--- src/rtl/nco_defines.vh ---
// constants for the phase accumulator oscillator: field positions, reset values, widths
// assumes the includer runs on a single clock and wants plain `define names
//
// What this block does
// - 20-bit accumulator, software readable and writable bytewise
// - each enabled clock tick adds buffered increment
// - adder carry out is the raw overflow
// - overflow rate equals clock times increment over 2^20
// - overflow timing jitter at most one clock
// - 20-bit increment in low, high, upper bytes
// - adder uses hidden buffered increment copy
// - enabled: low write loads buffers two ticks later
// - disabled: any increment write loads buffers one clock later
// - hidden buffers have no software access path
// - clock source select picks the adder tick source
// - fixed duty mode toggles output per overflow
// - pulse mode width is 1 to 128 ticks
// - overflow sets sticky flag until software clears it
// - polarity bit inverts output; pulse active high
`ifndef NCO_DEFINES_VH
`define NCO_DEFINES_VH

`define ACC_WIDTH        20
`define ACC_RESET        20'h00000
`define INC_RESET        20'h00000
`define LOW_BYTE_LSB     0
`define HIGH_BYTE_LSB    8
`define UPPER_BYTE_LSB   16
`define UPPER_BYTE_WIDTH 4
`define SRC_SEL_WIDTH    4
`define PWS_WIDTH        3
`define PULSE_CNT_WIDTH  8
`define LOAD_DELAY_TICKS 2'h2

`endif

--- src/rtl/nco_pulse_shaper.v ---
// output stage: fixed duty toggle or pulse of programmable width, then polarity
// assumes tick_i is a one-cycle strobe marking an adder clock edge, same clock domain
`timescale 1ns/1ns
`default_nettype none
`include "nco_defines.vh"

module nco_pulse_shaper (
    input  wire                        sys_clk_i,     // system clock
    input  wire                        rstn_i,        // async reset, active low
    input  wire                        enable_i,      // block enable
    input  wire                        tick_i,        // adder clock edge strobe
    input  wire                        carry_i,       // overflow on this tick
    input  wire                        pulse_mode_i,  // 1 pulse mode, 0 fixed duty
    input  wire [`PWS_WIDTH-1:0]       width_sel_i,   // pulse width code
    input  wire                        invert_i,      // output invert
    output wire                        out_o          // shaped output
);

    reg                        level;
    reg [`PULSE_CNT_WIDTH-1:0] remain;

    ////////////////////////////////////////////////////////////////////////////////////////
    // the overflow tick itself raises (pulse) or toggles (fixed duty) the output, so it changes from the edge after it
    always @(posedge sys_clk_i or negedge rstn_i) begin
        if (!rstn_i) begin
            level  <= 1'b0;
            remain <= 8'h00;
        end else if (!enable_i) begin
            level  <= 1'b0;
            remain <= 8'h00;
        end else if (tick_i) begin
            if (!pulse_mode_i) begin
                remain <= 8'h00;
                if (carry_i)
                    level <= ~level;
            end else if (carry_i) begin
                // width 2^n ticks; a new overflow restarts the window
                level  <= 1'b1;
                remain <= (8'h01 << width_sel_i) - 8'h01;
            end else if (remain != 8'h00) begin
                remain <= remain - 8'h01;
            end else begin
                level <= 1'b0;
            end
        end
    end

    // polarity last, so the reported level matches the pin
    assign out_o = level ^ invert_i;

endmodule

`default_nettype wire

--- src/rtl/phase_accumulator_oscillator.v ---
// numerically controlled oscillator: 20-bit phase accumulator with buffered increment
// assumes software-side write strobes are one-cycle pulses on sys_clk_i; clock
// sources arrive asynchronous and pass a two-flop synchroniser before edge detection
`timescale 1ns/1ns
`default_nettype none
`include "nco_defines.vh"

module phase_accumulator_oscillator #(
    parameter SOURCES = 16                                     // selectable clock inputs
) (
    input  wire                        sys_clk_i,              // system clock, 25 MHz
    input  wire                        rstn_i,                 // async reset, active low
    input  wire                        enable_i,               // module enable
    input  wire                        pulse_mode_select_i,    // 1 pulse, 0 fixed duty
    input  wire [`PWS_WIDTH-1:0]       pulse_width_select_i,   // width 2^n ticks
    input  wire                        output_invert_i,        // invert output
    input  wire [`SRC_SEL_WIDTH-1:0]   clock_source_select_i,  // tick source
    input  wire [SOURCES-1:0]          clock_sources_i,        // async candidate clocks
    input  wire [7:0]                  wdata_i,                // software write byte
    input  wire                        inc_low_we_i,           // write increment low
    input  wire                        inc_high_we_i,          // write increment high
    input  wire                        inc_upper_we_i,         // write increment upper
    input  wire                        acc_low_we_i,           // write accumulator low
    input  wire                        acc_high_we_i,          // write accumulator high
    input  wire                        acc_upper_we_i,         // write accumulator upper
    input  wire                        flag_clear_i,           // clear event flag
    output wire [7:0]                  increment_low_byte_o,   // increment holding low
    output wire [7:0]                  increment_high_byte_o,  // increment holding high
    output wire [7:0]                  increment_upper_byte_o, // increment holding upper
    output wire [7:0]                  accumulator_low_byte_o, // accumulator low
    output wire [7:0]                  accumulator_high_byte_o,// accumulator high
    output wire [7:0]                  accumulator_upper_byte_o,// accumulator upper
    output reg                         accumulator_carry_out_o,// raw overflow, one tick
    output reg                         overflow_event_flag_o,  // sticky overflow flag
    output wire                        oscillator_out_o        // shaped output
);

    reg  [`ACC_WIDTH-1:0] acc;
    reg  [`ACC_WIDTH-1:0] inc_hold;
    reg  [`ACC_WIDTH-1:0] inc_buf;
    reg  [SOURCES-1:0]    src_meta;
    reg  [SOURCES-1:0]    src_sync;
    reg                   src_prev;
    reg                   load_pend;
    reg  [1:0]            load_cnt;
    wire                  src_level;
    wire                  tick;
    wire [`ACC_WIDTH:0]   sum;

    ////////////////////////////////////////////////////////////////////////////////////////
    // synchronise every source, then select; selecting after sync keeps glitches out
    always @(posedge sys_clk_i or negedge rstn_i) begin
        if (!rstn_i) begin
            src_meta <= {SOURCES{1'b0}};
            src_sync <= {SOURCES{1'b0}};
            src_prev <= 1'b0;
        end else begin
            src_meta <= clock_sources_i;
            src_sync <= src_meta;
            src_prev <= src_level;
        end
    end

    // source faster than half sys_clk is lost; the system clock itself cannot be a source
    assign src_level = src_sync[clock_source_select_i];
    assign tick      = enable_i & src_level & ~src_prev;

    ////////////////////////////////////////////////////////////////////////////////////////
    // full adder; carry is the bit above the accumulator, rate f*inc/2^20
    assign sum = {1'b0, acc} + {1'b0, inc_buf};

    always @(posedge sys_clk_i or negedge rstn_i) begin
        if (!rstn_i) begin
            acc                     <= `ACC_RESET;
            accumulator_carry_out_o <= 1'b0;
        end else begin
            accumulator_carry_out_o <= tick & sum[`ACC_WIDTH];
            if (tick) begin
                acc <= sum[`ACC_WIDTH-1:0];
            end else begin
                // writes in a tick cycle are dropped; the adder result is kept
                if (acc_low_we_i)
                    acc[`HIGH_BYTE_LSB-1:`LOW_BYTE_LSB] <= wdata_i;
                if (acc_high_we_i)
                    acc[`UPPER_BYTE_LSB-1:`HIGH_BYTE_LSB] <= wdata_i;
                if (acc_upper_we_i)
                    acc[`ACC_WIDTH-1:`UPPER_BYTE_LSB] <= wdata_i[`UPPER_BYTE_WIDTH-1:0];
            end
        end
    end

    ////////////////////////////////////////////////////////////////////////////////////////
    // holding registers software sees; the buffer behind them is never visible
    always @(posedge sys_clk_i or negedge rstn_i) begin
        if (!rstn_i) begin
            inc_hold <= `INC_RESET;
        end else begin
            if (inc_low_we_i)
                inc_hold[`HIGH_BYTE_LSB-1:`LOW_BYTE_LSB] <= wdata_i;
            if (inc_high_we_i)
                inc_hold[`UPPER_BYTE_LSB-1:`HIGH_BYTE_LSB] <= wdata_i;
            if (inc_upper_we_i)
                inc_hold[`ACC_WIDTH-1:`UPPER_BYTE_LSB] <= wdata_i[`UPPER_BYTE_WIDTH-1:0];
        end
    end

    // buffer load: enabled waits two ticks after a low write, disabled copies one cycle after any increment write
    always @(posedge sys_clk_i or negedge rstn_i) begin
        if (!rstn_i) begin
            inc_buf   <= `INC_RESET;
            load_pend <= 1'b0;
            load_cnt  <= 2'h0;
        end else if (!enable_i) begin
            load_pend <= 1'b0;
            load_cnt  <= 2'h0;
            if (inc_low_we_i | inc_high_we_i | inc_upper_we_i)
                load_pend <= 1'b1;
            if (load_pend)
                inc_buf <= inc_hold;
        end else if (inc_low_we_i) begin
            // relies on software writing upper and high first
            load_pend <= 1'b1;
            load_cnt  <= 2'h0;
        end else if (load_pend && tick) begin
            if (load_cnt == `LOAD_DELAY_TICKS - 2'h1) begin
                inc_buf   <= inc_hold;
                load_pend <= 1'b0;
                load_cnt  <= 2'h0;
            end else begin
                load_cnt <= load_cnt + 2'h1;
            end
        end
    end

    ////////////////////////////////////////////////////////////////////////////////////////
    // sticky flag: a new overflow in the clear cycle wins over the clear
    always @(posedge sys_clk_i or negedge rstn_i) begin
        if (!rstn_i)
            overflow_event_flag_o <= 1'b0;
        else if (tick & sum[`ACC_WIDTH])
            overflow_event_flag_o <= 1'b1;
        else if (flag_clear_i)
            overflow_event_flag_o <= 1'b0;
    end

    nco_pulse_shaper u_shaper (
        .sys_clk_i    (sys_clk_i),
        .rstn_i       (rstn_i),
        .enable_i     (enable_i),
        .tick_i       (tick),
        .carry_i      (sum[`ACC_WIDTH]),
        .pulse_mode_i (pulse_mode_select_i),
        .width_sel_i  (pulse_width_select_i),
        .invert_i     (output_invert_i),
        .out_o        (oscillator_out_o)
    );

    assign increment_low_byte_o     = inc_hold[7:0];
    assign increment_high_byte_o    = inc_hold[15:8];
    assign increment_upper_byte_o   = {4'h0, inc_hold[19:16]};
    assign accumulator_low_byte_o   = acc[7:0];
    assign accumulator_high_byte_o  = acc[15:8];
    assign accumulator_upper_byte_o = {4'h0, acc[19:16]};

endmodule

`default_nettype wire

--- config.mk ---
export PLATFORM = sky130hd
export DESIGN_NAME = phase_accumulator_oscillator
export DESIGN_NICKNAME = d
export VERILOG_FILES = /design/src/rtl/nco_pulse_shaper.v /design/src/rtl/phase_accumulator_oscillator.v
export VERILOG_INCLUDE_DIRS = /design/src /design/src/rtl
export SDC_FILE = /design/constraint.sdc
export NUM_CORES = 1
export LEC_CHECK = 0
export BUFFER_PORTS_ARGS = -buffer_cell sky130_fd_sc_hd__buf_2
export CORE_MARGIN = 2
export CORE_UTILIZATION = 35
export DETAILED_ROUTE_END_ITERATION = 16
export GPL_ROUTABILITY_DRIVEN = 0
export MAX_ROUTING_LAYER = met4
export PLACE_DENSITY = 0.61
export SLEW_MARGIN = 20
export SYNTH_ARGS = -nofsm -noshare
export SYNTH_HDL_FRONTEND = slang
export SYNTH_SLANG_ARGS = --single-unit
--- constraint.sdc ---
create_clock -name sys_clk_i -period 5.7 [get_ports sys_clk_i]
set_clock_uncertainty 0.15 [all_clocks]
set_input_delay 1.14 -clock sys_clk_i [delete_from_list [all_inputs] [get_ports sys_clk_i]]
set_output_delay 1.14 -clock sys_clk_i [all_outputs]
set_load 0.01 [all_outputs]
-- After elaboration in Yosys (flattened, before gate mapping)
Cells that the tools add are included.
- flip-flop bits (word level): 107
- bits in latches: 0
- bits in writable memories: 0
- ROM bits: 0
- word-level logic and storage cells: 84
- memories kept: 0
- add/sub/neg operators: 4
- multipliers: 0
- div/mod/pow operators: 0
- $lt $le $gt $ge: 1
- eq/ne operators: 10
- shift-type cells: 1
- mux-type cells: 33
- bitwise gates (word level): 8
- reduce and logical (&&, ||, !) cells: 11
- operator list (cell ; count):
    $mux W20 ; 6
    $mux W8 ; 7
    $add A20 B20 Y21 ; 1
    $sub A8 B1 Y8 const B ; 2
    $mux W1 ; 14
    $reduce_bool A2 Y1 ; 5
    $ne A3 B1 Y1 const B ; 3
    $mux W2 ; 4
    $reduce_bool A8 Y1 ; 1
    $shl A1 B3 Y8 const A ; 1
    $ne A2 B1 Y1 const B ; 3
    $lt A4 B5 Y1 const B ; 1
    $bmux W1 S4 ; 1
    $mux W4 ; 1
    $ne A4 B2 Y1 const B ; 1
    $reduce_and A2 Y1 ; 2
    $reduce_and A4 Y1 ; 1
    $and A1 B1 Y1 ; 3
    $ne A3 B3 Y1 const B ; 1
    $reduce_and A3 Y1 ; 1
    $add A2 B1 Y2 const B ; 1
    $eq A2 B1 Y1 const B ; 1
    $ne A2 B2 Y1 const B ; 1
    $not A1 Y1 ; 2
    other kinds (3) ; 4

-- Logic depth before layout (Yosys ltp)
- word-level depth: 8
- gate-level depth with buffers: 19

-- By module
A second synthesis with hierarchy kept.
- cell total of the unflattened synthesis: 443
- area, all modules: 5346.4 um2
- modules (own cells, without submodules) (module ; instances ; cells an instance ; area an instance (um2)):
    phase_accumulator_oscillator ; 1 ; 370 ; 4704.5
    nco_pulse_shaper ; 1 ; 73 ; 641.9

-- Least setup slack after synthesis
No wires, ideal clock.
- path kind: reg2reg
- from: register acc[0]
- to: register u_shaper.remain[6]
- library setup time: 122 ps
- arrival: 3889 ps
- path slack: 1539 ps
- cell stages (with the launch flop): 19
- buffers on the path: 2
- clock period less this slack: 4161 ps
- path through: dfrtp_1 > ha_1 > fa_1 > a211o_1 > a21oi_1 > a211oi_1 > o21ai_1 > a21oi_1 > nor3b_2 > buf_4 > mux2i_1 > ha_1 > clkbuf_1 > nand2b_1 > nor4_1 > xor2_1 > nand2_1 > mux2i_1 > a32o_1
- word-level cells in the longest chain between the ends: 5
- elaborated cells on any way between the ends: 7
- those cells by class: add/sub (1); eq/ne (1); mux (4); reduce/logical (1)
- ends and longest elaborated chain (item ; line ; text):
    from (decl) ; phase_accumulator_oscillator.v:38 ; reg [`ACC_WIDTH-1:0] acc;
    from (signal assigned) ; phase_accumulator_oscillator.v:74 ; acc <= `ACC_RESET;
    from (signal assigned) ; phase_accumulator_oscillator.v:79 ; acc <= sum[`ACC_WIDTH-1:0];
    from (signal, indexed assignment) ; phase_accumulator_oscillator.v:83 ; acc[`HIGH_BYTE_LSB-1:`LOW_BYTE_LSB] <= wdata_i;
    $add A20 B20 Y21 * ; phase_accumulator_oscillator.v:70 ; assign sum = {1'b0, acc} + {1'b0, inc_buf};
    $mux W8 ; nco_pulse_shaper.v:36 ; end else if (carry_i) begin
    $mux W8 ; nco_pulse_shaper.v:32 ; if (!pulse_mode_i) begin
    $mux W8 ; nco_pulse_shaper.v:31 ; end else if (tick_i) begin
    $mux W8 ; nco_pulse_shaper.v:28 ; end else if (!enable_i) begin
    to (signal assigned) ; nco_pulse_shaper.v:39 ; remain <= (8'h01 << width_sel_i) - 8'h01;
    to (signal assigned) ; nco_pulse_shaper.v:41 ; remain <= remain - 8'h01;
    to (decl) ; nco_pulse_shaper.v:20 ; reg [`PULSE_CNT_WIDTH-1:0] remain;
Every way passes the cells marked *; elsewhere a longest branch is shown, timed or not. The select of a mux whose other input is x is not followed.
A chain may end at the register's enable or synchronous reset.

-- Worst setup path in the final report
Ends and elaborated chain as after synthesis.

==> impl_results.md <==
* Run status: complete, no violations
* Area added between synthesis and finish at 16.5%
* Std-Cell Core Area at 0.0151 mm^2
* Net switching power at 0.000930 W
* CTS H-tree depth at 3
* Number of I/O pins at 94
* Leak at 3.00 nW
* Accumulated negative setup slack at 0 ns
* Fraction of synthesis flops using an asynchronous set or reset pin at 100%
* Total via count after detailed routing at 3,779
* Average size of a mapped cell at 11.8 um^2
* Die W at 128 um
* Post-synth design cell area at 0.00537 mm^2
* Worst Path Class, Setup: flip-flop to flip-flop
* Final std cell area, no fill at 0.00626 mm^2
* Internal power summed over all cells at 0.00166 W
* Area share of the leading cell type in the synthesized netlist at 49.8%
* Antenna violations before repair at 0
* Violation count after the first detailed-routing iteration at 162
* Clock insertion delay at the later pin of the skew report at 0.36 ns
* Count of clock tree sinks at 107
* Site row count at 45
* Cells after synthesis at 456
* Worst Path Required at 5.85 ns
* Port-buffer cells at 85
* Final #Nets at 603
* Highest Clock Rate at 235 MHz
* RSZ-0062 raised after global routing: false
* Area taken by flip-flops and latches at 0.00268 mm^2
* Area after detailed placement at 0.00594 mm^2
* Sort of element at the end of the critical path: flip-flop
* Antenna-violating nets left at 0
* Die Ht at 128 um
* Worst supply voltage drop on vdd at 0.000169 V
* Proportion of layout cells with a drive suffix above 1 at 28.9%
* Top delay family on crit path: compound AO/OA/AOI/OAI gates
* Buffer cell driving the clock tree root: sky130_fd_sc_hd__clkbuf_16
* Area of the die at 0.0164 mm^2
* Post-CTS Hold Fix Bufs at 0
* Initial standard-cell utilization of the core at 35.6%
* Length of the first detailed-routing pass in iterations at 4
* Final worst-path cycle share at 74.7%
* Count of endpoints failing hold in the final timing report at 0
* Flip-flop and latch count after synthesis at 107
* Slew Viols, Final at 0
* Clk buf depth at 2
* Number of enable-type register cells in the synthesized netlist at 0
* Post-synth top area cell: sky130_fd_sc_hd__dfrtp_1
* Via count of the first global-routing pass at 3,774
* Slowest cell on the critical path: sky130_fd_sc_hd__fa_1
* Avg Vias per Cell at 5.17
* Part of the power in registers at 36.8%
* Pwr dens at 414 mW/mm^2
* Wirelength, routed at 12,200 um
* Max_slew headroom at 43.2%
* Filler cell count at 1,429
* First-pass GRT wire length at 19,700 um
* GR Overflow Total at 0
* Reg2Reg Setup Slack at 1.44 ns
* Total of endpoints with negative setup slack in the final report at 0
* Clock tree from TritonCTS: yes
* Clock network fraction of design power at 25.4%
* Drt wl/cell at 16.7 um
* Area used by multi-input combinational logic at 0.00255 mm^2
* Least-Margin Pin Slew at 0.852 ns
* Arrival time at the worst endpoint at 4.41 ns
* Number of CTS-inserted buffers at 9
* Max-cap violation count at 0
* Critical path cell sequence: ha_1, fa_1, a211o_1, a21oi_1, a211oi_1, o21ai_1, a21oi_1, nor3b_2, buf_4, mux2i_1, ha_1, nand2b_1, nor4_1, xor2_1, nand2_1, mux2i_1, a32o_1
* Number of buffers and inverters on the critical path at 1
* Switching fraction of total power at 35.9%
* Yosys warns at 0
* Remaining routing DRC violations at 0
* All-Layer GR Usage at 16.0%
* Top cells by area in the synthesized netlist: sky130_fd_sc_hd__dfrtp_1, sky130_fd_sc_hd__mux2_4, sky130_fd_sc_hd__mux2_2
* Number of diodes at 0
* Worst stage delay on the critical path at 0.43 ns
* Worst Setup Start Kind: flip-flop
* Number of cells upsized or downsized after cts at 0
* Largest net degree at the start of global routing at 69
* Buffers inserted by post-CTS timing repair at 0
* Sequential cell area fraction in the yosys report at 49.8%
* Worst Hold Class: flip-flop to flip-flop
* Power share of the combinational group at 37.8%
* Maximum fanout count along the critical path at 17
* HPWL reported at the end of detailed placement at 8840 um
* Min Clock Period, post-route at 4.26 ns
* Clock transition at the registers of the reported paths at 0.08 ns
* Main synth FF type: sky130_fd_sc_hd__dfrtp_1
* Number of unique standard cell types used by synthesis at 61
-- cells by family (layout without fill, tap and decap cells) --
| kind of cell | count (synthesis) | in the layout | synth area share (%) |
|---|---|---|---|
| compound gates | 103 | 103 | 12.1 |
| mux | 73 | 73 | 17.3 |
| other cells | 1 | 8 | 0.0698 |
| flops | 107 | 107 | 49.8 |
| fa+ha+maj | 22 | 22 | 5.26 |
| xor+xnor | 18 | 18 | 2.93 |
| buf+inv | 31 | 111 | 3.07 |
| simple gates | 101 | 101 | 9.34 |
-- per-stage QoR --
| step | hold slack [ns] | util, % | power (W) | setup WS (ns) | instances |
|---|---|---|---|---|---|
| finish | 0.200 | 41.5 | 0.00259 | 1.44 | 731 |
| global route | 0.207 | 41.5 | 0.00277 | 1.12 | 731 |
| CTS | 0.202 | 41.5 | 0.00261 | 1.45 | 731 |
| detailed placement | 0.185 | 39.4 | 0.00194 | 1.46 | 715 |
| global placement | 0.183 | 39.4 | 0.00191 | 1.65 | 715 |
| floorplan | 0.181 | - | 0.00168 | 1.54 | 463 |
-- final timing paths --
check                             from                 end  cells after the start
max reg2reg                     acc[0]  u_shaper.remain[6]                     17
max in group asynchronous       rstn_i         inc_hold[0]                      2
max                             acc[0]  u_shaper.remain[6]                     17
min                        src_meta[5]         src_sync[5]                      0
min reg2reg                src_meta[5]         src_sync[5]                      0
min in group asynchronous       rstn_i         inc_hold[9]                      1
-- routing by layer --
metal	wire length [um]	track usage (%)	share of wire, %	vias to the layer above
met5	0	-	0	-
met4	286	7.43	2.3	0
met3	609	3.55	5.0	21
met2	5530	23.7	45	90
met1	5800	21.2	47	1864
li1	-	-	-	1804
-- placed cells by master (no fill, tap or decap), drive strengths merged, types with 3 or more instances in the layout --
cell    netlist  layout
inv           7      12
mux2         44      44
o31ai         3       3
or4           3       3
mux4          4       4
ha           21      21
and2          4       4
a211oi        4       4
buf          14      88
clkbuf       10       9
xnor2         6       6
o21a          3       3
and3          3       3
nand3b        3       3
mux2i        25      25
dfrtp       107     107
a21oi        35      35
nor3         13      13
o22ai         3       3
conb          1       8
o21ai        23      23
nor3b         3       3
nand2        31      31
nor2         26      26
nand3         4       4
xor2         12      12
a21o         11      11
-- cell usage after synthesis, drive strengths merged (3+ instances only) --
cell type and number:
a211oi 4, inv 7, a21oi 35, xnor2 6
mux2 44, o31ai 3, ha 21, xor2 12
and2 4, buf 14, dfrtp 107, nor3 13
nand3b 3, o22ai 3, nand3 4, mux4 4
nand2 31, o21ai 23, and3 3, clkbuf 10
or4 3, nor2 26, a21o 11, mux2i 25
nor3b 3, o21a 3
-- area by class of cell --
class,instances,share of cell area [%]
flip-flops and latches,107,42.8
multi-input cells,325,40.8
repair buffers,88,7.20
well taps,188,3.76
clock buffers,9,3.60
clock inverters,7,1.42
inverters,7,0.420
-- flip-flops by register name, indices dropped and copies added (netlist names) --
name and flops:
load_cnt 2, accumulator_carry_out_o 1, u_shaper.remain 8, inc_buf 20
inc_hold 20, acc 20, src_prev 1, load_pend 1
src_sync 16, u_shaper.level 1, overflow_event_flag_o 1, src_meta 16
-- power by group through the flow --
stage	Sequential [W]	Combinational, W	Clock (W)
6_report	0.000953	0.000978	0.000659
5_1_grt	0.000968	0.00110	0.000709
3_5_place_dp	0.000967	0.000969	0
2_1_floorplan	0.000974	0.000702	0
4_1_cts	0.000953	0.000976	0.000678
3_3_place_gp	0.000963	0.000947	0
No activity file was read; power rests on OpenSTA's default activity.
